## config.mk

```make
export PLATFORM = sky130hd
export DESIGN_NAME = ccp_clock_config
export DESIGN_NICKNAME = d
export VERILOG_FILES = /design/src/rtl/ccp_pkg.sv /design/src/rtl/ccp_clock_config.sv
export SDC_FILE = /design/constraint.sdc
export NUM_CORES = 1
export LEC_CHECK = 0
export BUFFER_PORTS_ARGS = -buffer_cell sky130_fd_sc_hd__buf_2
export CORE_MARGIN = 5
export CORE_UTILIZATION = 47
export CTS_BUF_LIST = sky130_fd_sc_hd__clkbuf_4 sky130_fd_sc_hd__clkbuf_8
export CTS_CLUSTER_DIAMETER = 80
export DETAILED_ROUTE_END_ITERATION = 12
export PLACE_DENSITY = 0.82
export SETUP_SLACK_MARGIN = 0.5
export SLEW_MARGIN = 40
export SYNTH_ARGS = -nofsm -noshare
export SYNTH_HDL_FRONTEND = slang
export SYNTH_SLANG_ARGS = --single-unit
```

## constraint.sdc

```tcl
create_clock -name clk -period 2.6 [get_ports clk]
set_input_delay 0.13 -clock clk [delete_from_list [all_inputs] [get_ports clk]]
set_output_delay 0.13 -clock clk [all_outputs]
set_load 0.02 [all_outputs]
```

## src/rtl/ccp_pkg.sv

```systemverilog
// Purpose: shared constants and types of the clock configuration prescaler block
// Assumes: one 32-bit register at a byte offset, plain register port
// Notes: only bits 31:17 belong to this block; bits 16:0 read as zero here
package ccp_pkg;
  localparam int CCP_ADDR_W = 8;
  localparam logic [CCP_ADDR_W-1:0] CCP_CFG_OFFSET = 8'h04;
  localparam logic [31:0] CCP_CFG_RESET = 32'h00000000;

  localparam int CCP_PREDIV_POS = 17;
  localparam int CCP_MULT_POS = 18;
  localparam int CCP_USB_POS = 22;
  localparam int CCP_OUTSEL_POS = 24;
  localparam int CCP_FPU_POS = 27;
  localparam int CCP_SDRAM_POS = 28;

  localparam logic [3:0] CCP_MULT_TOP_CODE = 4'hf;
  localparam logic [4:0] CCP_MULT_BASE = 5'h02;
  localparam logic [4:0] CCP_MULT_MAX = 5'h10;

  // divider periods counted in half-periods of the source
  localparam logic [3:0] CCP_HP_DIV1 = 4'h2;
  localparam logic [3:0] CCP_HP_DIV1P5 = 4'h3;
  localparam logic [3:0] CCP_HP_DIV2 = 4'h4;
  localparam logic [3:0] CCP_HP_DIV2P5 = 4'h5;
  localparam logic [3:0] CCP_HP_DIV4 = 4'h8;

  typedef enum logic [2:0] {
    CCP_OUT_NONE = 3'b000,
    CCP_OUT_SYS = 3'b100,
    CCP_OUT_RC = 3'b101,
    CCP_OUT_EXT = 3'b110,
    CCP_OUT_PLL_HALF = 3'b111
  } ccp_out_sel_t;

  typedef struct packed {
    logic [1:0] sdram_clock_divider;
    logic fpu_clock_divider;
    logic [2:0] clock_out_select;
    logic [1:0] usb_clock_divider;
    logic [3:0] pll_multiplier;
    logic pll_ext_osc_predivider;
  } ccp_cfg_t;

  localparam ccp_cfg_t CCP_CFG_ZERO = ccp_cfg_t'(13'h0000);

  typedef struct packed {
    logic [3:0] cnt;
    logic level;
  } ccp_div_t;

  localparam ccp_div_t CCP_DIV_ZERO = ccp_div_t'(5'h00);
endpackage

```

## src/rtl/ccp_clock_config.sv

```systemverilog
// Purpose: upper fields of the clock configuration register and the dividers they steer
// Assumes: source clocks arrive as levels synchronous to clk and slower than clk/2
// Notes: derived clocks are rebuilt from sampled edges, so they jitter by one clk period
//
// Operation
// - pll_multiplier at 21:18: codes 0..14 give x2..x16, code 15 also x16.
// - pll_multiplier writes are ignored while the pll is enabled.
// - pll_ext_osc_predivider writes are ignored while the pll is enabled.
// - bit 17: 0 takes the external oscillator undivided, 1 halves it.
// - usb_clock_divider 23:22 divides pll output by 1.5, 1, 2, 2.5.
// - while either usb device clock is enabled the usb divider cannot be cleared.
// - clock_out_select 26:24: 0xx none, system, rc, external, pll halved.
// - switching the output source may truncate a pulse; no glitch-free switch.
// - bit 27: fpu clock is bus clock undivided for 0, halved for 1.
// - sdram_clock_divider 29:28: 00 undivided, 01 by 2, else by 4.
module ccp_clock_config
  import ccp_pkg::*;
(
  input wire logic clk, // 125 MHz block clock
  input wire logic reset, // synchronous, active high
  input wire logic [CCP_ADDR_W-1:0] reg_addr, // byte address
  input wire logic [31:0] reg_wdata, // write data
  input wire logic reg_wr, // write strobe
  input wire logic reg_rd, // read strobe
  output logic [31:0] reg_rdata, // read data, cycle after the strobe
  input wire logic pll_enabled, // pll is running
  input wire logic usb_device1_clk_en, // usb device 1 clock enabled
  input wire logic usb_device2_clk_en, // usb device 2 clock enabled
  input wire logic system_clock, // system clock level
  input wire logic internal_rc_clock, // internal rc clock level
  input wire logic external_osc_clock, // external oscillator level
  input wire logic pll_output_clock, // pll output level
  input wire logic bus_clock, // bus clock level
  input wire logic memory_controller_clock, // memory controller clock level
  output ccp_cfg_t cfg, // current field values
  output logic [4:0] pll_multiple, // decoded pll multiple, 2..16
  output logic usb_clock, // usb device clock
  output logic clock_output_pin, // clock output pin level
  output logic fpu_clock, // fpu clock
  output logic sdram_clock // sdram clock
);

  // advance a half-period divider on each source edge; high for the first half, rounded up
  function automatic ccp_div_t div_step(input ccp_div_t cur, input logic edge_seen,
                                        input logic [3:0] period);
    ccp_div_t nxt;
    logic [3:0] cnt_up;
    nxt = cur;
    cnt_up = cur.cnt + 4'h1;
    if (edge_seen) begin
      nxt.cnt = (cnt_up >= period) ? 4'h0 : cnt_up;
      nxt.level = nxt.cnt < ((period + 4'h1) >> 1);
    end
    return nxt;
  endfunction

  // half-periods of the pll output per usb clock period; fractional codes give uneven duty
  function automatic logic [3:0] usb_half_periods(input logic [1:0] code);
    logic [3:0] p;
    case (code)
      2'h0: p = CCP_HP_DIV1P5;
      2'h1: p = CCP_HP_DIV1;
      2'h2: p = CCP_HP_DIV2;
      default: p = CCP_HP_DIV2P5;
    endcase
    return p;
  endfunction

  // half-periods of the memory controller clock per sdram clock period
  function automatic logic [3:0] sdram_half_periods(input logic [1:0] code);
    logic [3:0] p;
    case (code)
      2'h0: p = CCP_HP_DIV1;
      2'h1: p = CCP_HP_DIV2;
      default: p = CCP_HP_DIV4;
    endcase
    return p;
  endfunction

  function automatic logic [4:0] mult_of(input logic [3:0] code);
    logic [4:0] m;
    m = (code == CCP_MULT_TOP_CODE) ? CCP_MULT_MAX : ({1'b0, code} + CCP_MULT_BASE);
    return m;
  endfunction

  function automatic logic [31:0] cfg_word(input ccp_cfg_t c);
    logic [31:0] w;
    w = 32'h00000000;
    w[CCP_PREDIV_POS] = c.pll_ext_osc_predivider;
    w[CCP_MULT_POS +: 4] = c.pll_multiplier;
    w[CCP_USB_POS +: 2] = c.usb_clock_divider;
    w[CCP_OUTSEL_POS +: 3] = c.clock_out_select;
    w[CCP_FPU_POS] = c.fpu_clock_divider;
    w[CCP_SDRAM_POS +: 2] = c.sdram_clock_divider;
    return w;
  endfunction

  // register port decode
  wire logic cfg_hit = reg_addr == CCP_CFG_OFFSET;
  wire logic cfg_write = reg_wr && cfg_hit;
  wire logic cfg_read = reg_rd && cfg_hit;
  wire logic usb_clk_on = usb_device1_clk_en || usb_device2_clk_en;

  wire logic [3:0] wr_mult = reg_wdata[CCP_MULT_POS +: 4];
  wire logic [1:0] wr_usb = reg_wdata[CCP_USB_POS +: 2];

  // a running usb clock lets bits be set but never cleared
  // the write is merged, not refused, so a read shows old bits or'ed with new ones
  wire logic [1:0] usb_field_new = usb_clk_on ? (cfg.usb_clock_divider | wr_usb) : wr_usb;

  ccp_cfg_t next_cfg;
  always_comb begin
    next_cfg = cfg;
    if (cfg_write) begin
      if (!pll_enabled) begin
        next_cfg.pll_multiplier = wr_mult;
        next_cfg.pll_ext_osc_predivider = reg_wdata[CCP_PREDIV_POS];
      end
      next_cfg.usb_clock_divider = usb_field_new;
      next_cfg.clock_out_select = reg_wdata[CCP_OUTSEL_POS +: 3];
      next_cfg.fpu_clock_divider = reg_wdata[CCP_FPU_POS];
      next_cfg.sdram_clock_divider = reg_wdata[CCP_SDRAM_POS +: 2];
    end
  end

  wire logic [31:0] next_rdata = cfg_read ? cfg_word(cfg) : 32'h00000000;

  // sampled history of the pll, bus and memory controller sources, for edge detection
  // history resets low: a source that is high at release counts one edge, a harmless slip
  logic pll_prev;
  logic bus_prev;
  logic mem_prev;
  wire logic pll_edge = pll_output_clock != pll_prev;
  wire logic bus_edge = bus_clock != bus_prev;
  wire logic mem_edge = memory_controller_clock != mem_prev;

  // period selection per field
  // a divider change takes effect on the next source edge; the count is not restarted,
  // so the first period after a change may be short
  wire logic [3:0] usb_period = usb_half_periods(cfg.usb_clock_divider);
  wire logic [3:0] fpu_period = cfg.fpu_clock_divider ? CCP_HP_DIV2 : CCP_HP_DIV1;
  wire logic [3:0] sdram_period = sdram_half_periods(cfg.sdram_clock_divider);

  ccp_div_t usb_div;
  ccp_div_t fpu_div;
  ccp_div_t sdram_div;
  ccp_div_t pll_half_div;
  wire ccp_div_t next_usb_div = div_step(usb_div, pll_edge, usb_period);
  wire ccp_div_t next_fpu_div = div_step(fpu_div, bus_edge, fpu_period);
  wire ccp_div_t next_sdram_div = div_step(sdram_div, mem_edge, sdram_period);
  wire ccp_div_t next_pll_half_div = div_step(pll_half_div, pll_edge, CCP_HP_DIV2);

  // output pin source; the mux switches at once, so a short pulse is possible
  // glitch-free switching would need handshakes in every source domain, not worth it here
  logic next_clock_out;
  always_comb begin
    case (cfg.clock_out_select)
      CCP_OUT_SYS: next_clock_out = system_clock;
      CCP_OUT_RC: next_clock_out = internal_rc_clock;
      CCP_OUT_EXT: next_clock_out = external_osc_clock;
      CCP_OUT_PLL_HALF: next_clock_out = next_pll_half_div.level;
      default: next_clock_out = 1'b0;
    endcase
  end

  always_ff @(posedge clk) begin
    if (reset) begin
      cfg <= CCP_CFG_ZERO;
      reg_rdata <= CCP_CFG_RESET;
      pll_multiple <= CCP_MULT_BASE;
    end else begin
      cfg <= next_cfg;
      reg_rdata <= next_rdata;
      pll_multiple <= mult_of(next_cfg.pll_multiplier);
    end
  end

  always_ff @(posedge clk) begin
    if (reset) begin
      pll_prev <= 1'b0;
      bus_prev <= 1'b0;
      mem_prev <= 1'b0;
      usb_div <= CCP_DIV_ZERO;
      fpu_div <= CCP_DIV_ZERO;
      sdram_div <= CCP_DIV_ZERO;
      pll_half_div <= CCP_DIV_ZERO;
    end else begin
      pll_prev <= pll_output_clock;
      bus_prev <= bus_clock;
      mem_prev <= memory_controller_clock;
      usb_div <= next_usb_div;
      fpu_div <= next_fpu_div;
      sdram_div <= next_sdram_div;
      pll_half_div <= next_pll_half_div;
    end
  end

  // every derived clock is a flop, so the pin never sees a combinational glitch
  always_ff @(posedge clk) begin
    if (reset) begin
      usb_clock <= 1'b0;
      fpu_clock <= 1'b0;
      sdram_clock <= 1'b0;
      clock_output_pin <= 1'b0;
    end else begin
      usb_clock <= next_usb_div.level;
      fpu_clock <= next_fpu_div.level;
      sdram_clock <= next_sdram_div.level;
      clock_output_pin <= next_clock_out;
    end
  end

endmodule

```

==> PnR_summary.wiki <==
{| class="wikitable"
! Metric !! Value
|-
| Run status || finished, final reports clean
|-
| Fraction of the mapped netlist area in adder cells || 10.1%
|-
| Class of the worst hold path || in -> reg
|-
| Maximum number of pins on one net before global-route repair || 34
|-
| Sequential fraction of the synthesis area || 38.5%
|-
| Horizontal die dimension || 88.0 um
|-
| Startpoint Class || flip-flop
|-
| I/O Buffers || 68
|-
| Area fraction in and, or, nand and nor cells after synthesis || 22.4%
|-
| Cells after Synth || 315
|-
| CTS tree || built
|-
| Htree depth || 2
|-
| Slew at the pin with the worst max-slew slack || 521 ps
|-
| Area of the die || 7750 um^2
|-
| Combinational Power Share || 28.6%
|-
| Period utilization || 87.6%
|-
| Count of synthesis-stage warnings from yosys || 0
|-
| Max-cap check violation count || 0
|-
| Count of nets after finishing || 473
|-
| Cell area after synthesis || 2860 um^2
|-
| Register bit total from synthesis || 55
|-
| Worst Path Required || 2820 ps
|-
| Clock transition at the registers of the reported paths || 110 ps
|-
| Routed via count || 2416
|-
| Compound-cell area share of the yosys netlist || 14.1%
|-
| Share of flip-flops with an asynchronous set or reset after synthesis || 0%
|-
| Setup skew after layout || 12.2 ps
|-
| Die span in y || 88.0 um
|-
| Final instance count without filler cells || 473
|-
| Share of the synthesized netlist area taken by xor and xnor gates || 3.98%
|-
| Mux cell area share after synthesis || 2.54%
|-
| Cell area power density || 544 nW/um^2
|-
| Final ANT Viol Nets || 0
|-
| Largest family of logic cells by synthesized area || simple AND/OR/NAND/NOR gates
|-
| TritonRoute pass-1 iters || 4
|-
| Share of total power in sequential cells || 46.2%
|-
| Clock power frac || 25.2%
|-
| Placeable Area || 5920 um^2
|-
| Row count || 28
|-
| Max clock buf depth || 2
|-
| Maximum clock frequency || 0.439 GHz
|-
| Number of global-route vias before repair || 2305
|-
| Final slew viol count || 0
|-
| Area growth from synthesis to layout || 26.6%
|-
| Num CTS Buffers || 5
|-
| Minimum clock period after layout || 2280 ps
|-
| Max Fanout on Critical Path || 7
|-
| Worst-skew pair later-pin latency || 310 ps
|-
| Share of total power consumed by net switching || 30.5%
|-
| Placed Cells || 452
|-
| Number of distinct library cells after synthesis || 53
|-
| Switching power || 0.601 mW
|-
| Number of clock sinks || 55
|-
| Final setup vio count || 0
|-
| Setup repair after global routing missed its margin || yes
|-
| Arrival time of data at the critical path endpoint || 2500 ps
|-
| Final Hold Violating Endpoints || 0
|-
| Count of filler cells inserted in the layout || 492
|-
| Antenna diode count || 0
|-
| Critical Path End Type || flip-flop
|-
| Detailed placer's ending HPWL || 4.71 mm
|-
| Relative slew margins || 65.0%
|-
| DRC violations left || 0
|-
| Average instance area after synthesis || 9.08 um^2
|-
| Cell internal pwr || 1.37 mW
|-
| First-iteration detailed-routing DRC count || 98
|-
| Clock Tree Root || sky130_fd_sc_hd__clkbuf_8
|-
| Via/cell ratio || 5.11
|-
| Setup TNS || 0 ps
|-
| GRT Total Usage || 16.9%
|-
| Worst vdd rail ir drop || 0.000265 V
|-
| Share of layout cells above drive strength 1 || 34.4%
|-
| Leading register cell type out of synthesis || sky130_fd_sc_hd__dfxtp_1
|-
| Gp weighted congestion || 0.774
|-
| Number of enable-type register cells in the synthesized netlist || 0
|-
| Number of antenna violations at the first check in global routing || 0
|-
| Routed wire per std cell || 13.6 um
|-
| Effective utilization at floorplan || 48.3%
|-
| Global-route wire length before repair || 10.5 mm
|-
| Num ports || 107
|-
| Leak Pwr || 1.69 nW
|-
| Most common cell after layout, fill and taps aside || sky130_fd_sc_hd__buf_2
|-
| Total Wirelength || 6.44 mm
|-
| Critical path type || reg -> reg
|-
| Most frequent cells in the layout || sky130_fd_sc_hd__buf_2, sky130_fd_sc_hd__dfxtp_1, sky130_fd_sc_hd__nand2_1
|-
| Overflow left after global routing || 0
|}
==> cells in the mapped netlist, drive strengths merged (6+ instances only) <==
library cell   n  area, um^2
dfxtp         55        1100
nand2         31         116
ha            23         288
a21oi         22         110
buf           22         164
and2          19         119
nor2          19        71.3
inv           15        56.3
o21ai          9        45.0
nand3          7        35.0
nor3           7        35.0
xor2           7        61.3
nor2b          6        37.5
xnor2          6        52.6
==> power by group through the flow <==
stage	Combinational (mW)	Sequential, mW	Clock, mW
2_1_floorplan	0.326	0.946	0
3_3_place_gp	0.414	0.932	0
3_5_place_dp	0.428	0.934	0
4_1_cts	0.505	0.910	0.513
5_1_grt	0.620	0.917	0.547
6_report	0.564	0.910	0.496
==> metrics by stage <==
stage | total power, mW | setup slack (ps) | cell area, um^2 | utilization, % | hold WS (ps)
2_1_floorplan | 1.27 | 377 | 3050 | - | 256
3_3_place_gp | 1.35 | 302 | 3320 | 56.1 | 363
3_5_place_dp | 1.36 | 263 | 3320 | 56.1 | 367
4_1_cts | 1.93 | 308 | 3530 | 59.6 | 20.8
5_1_grt | 2.08 | 183 | 3620 | 61.2 | 38.4
6_report | 1.97 | 322 | 3620 | 61.2 | 26.6
==> flip-flops by register name, summed over array words and instances, names as in the netlist <==
register / cells
usb_div: 4
pll_multiple: 5
usb_clock: 1
pll_half_div: 5
pll_prev: 1
fpu_clock: 1
clock_output_pin: 1
mem_prev: 1
reg_rdata: 13
fpu_div: 4
sdram_clock: 1
cfg: 13
bus_prev: 1
sdram_div: 4
==> cell families (layout without fill, tap and decap cells) <==
| kind of cell | count (synthesis) | after routing |
|---|---|---|
| xor+xnor | 13 | 13 |
| flops | 55 | 55 |
| buf+inv | 42 | 107 |
| other cells | 1 | 19 |
| mux | 7 | 7 |
| fa+ha+maj | 23 | 23 |
| compound gates | 60 | 60 |
| simple gates | 114 | 114 |
==> worst paths after layout <==
| path | slack, ps | end | startpoint | depth (start not counted) |
|---|---|---|---|---|
| max | 320 | usb_clock | cfg[5] | 13 |
| min reg2reg | 490 | fpu_clock | fpu_clock | 1 |
| max reg2reg | 320 | usb_clock | cfg[5] | 13 |
| min | 30 | cfg[5] | reg_wdata[22] | 3 |
==> worst max-delay path: stages (launching register included) <==
cell and delay [ps]:
sky130_fd_sc_hd__dfxtp_4 410, sky130_fd_sc_hd__inv_4 50, sky130_fd_sc_hd__ha_4 260, sky130_fd_sc_hd__inv_4 30, sky130_fd_sc_hd__ha_4 240, sky130_fd_sc_hd__nand2b_4 120
sky130_fd_sc_hd__a21oi_4 50, sky130_fd_sc_hd__o211ai_1 250, sky130_fd_sc_hd__nor2_1 90, sky130_fd_sc_hd__ha_1 270, sky130_fd_sc_hd__o21ai_1 50, sky130_fd_sc_hd__nand3b_1 90
sky130_fd_sc_hd__a21oi_2 60, sky130_fd_sc_hd__a41o_1 210
==> per-layer routing <==
layer	track usage (%)	wire length (um)	share of wire, %
met4	7.28	129	2.0
met2	30.7	3320	52
met1	19.7	2620	41
met3	2.35	366	5.7
met5	0	0	0
==> final cells by class <==
cell class                      instances  area [um^2]  share of cell area [%]
Clock buffer                            6         76.3                    2.11
Clock inverter                          2         17.5                   0.484
Inverter                               15         66.3                    1.83
Multi-Input combinational cell        236         1780                    49.1
Sequential cell                        55         1130                    31.2
Tap cell                               75         93.8                    2.59
Timing Repair Buffer                   84          460                    12.7
==> timing repair <==
item,CTS,global route
gates cloned,0,0
buffers inserted,9,4
pin swaps,21,15
setup endpoints to repair,3,3
hold buffers,0,0
gates resized for setup,11,12
No activity file was read; power rests on OpenSTA's default activity.
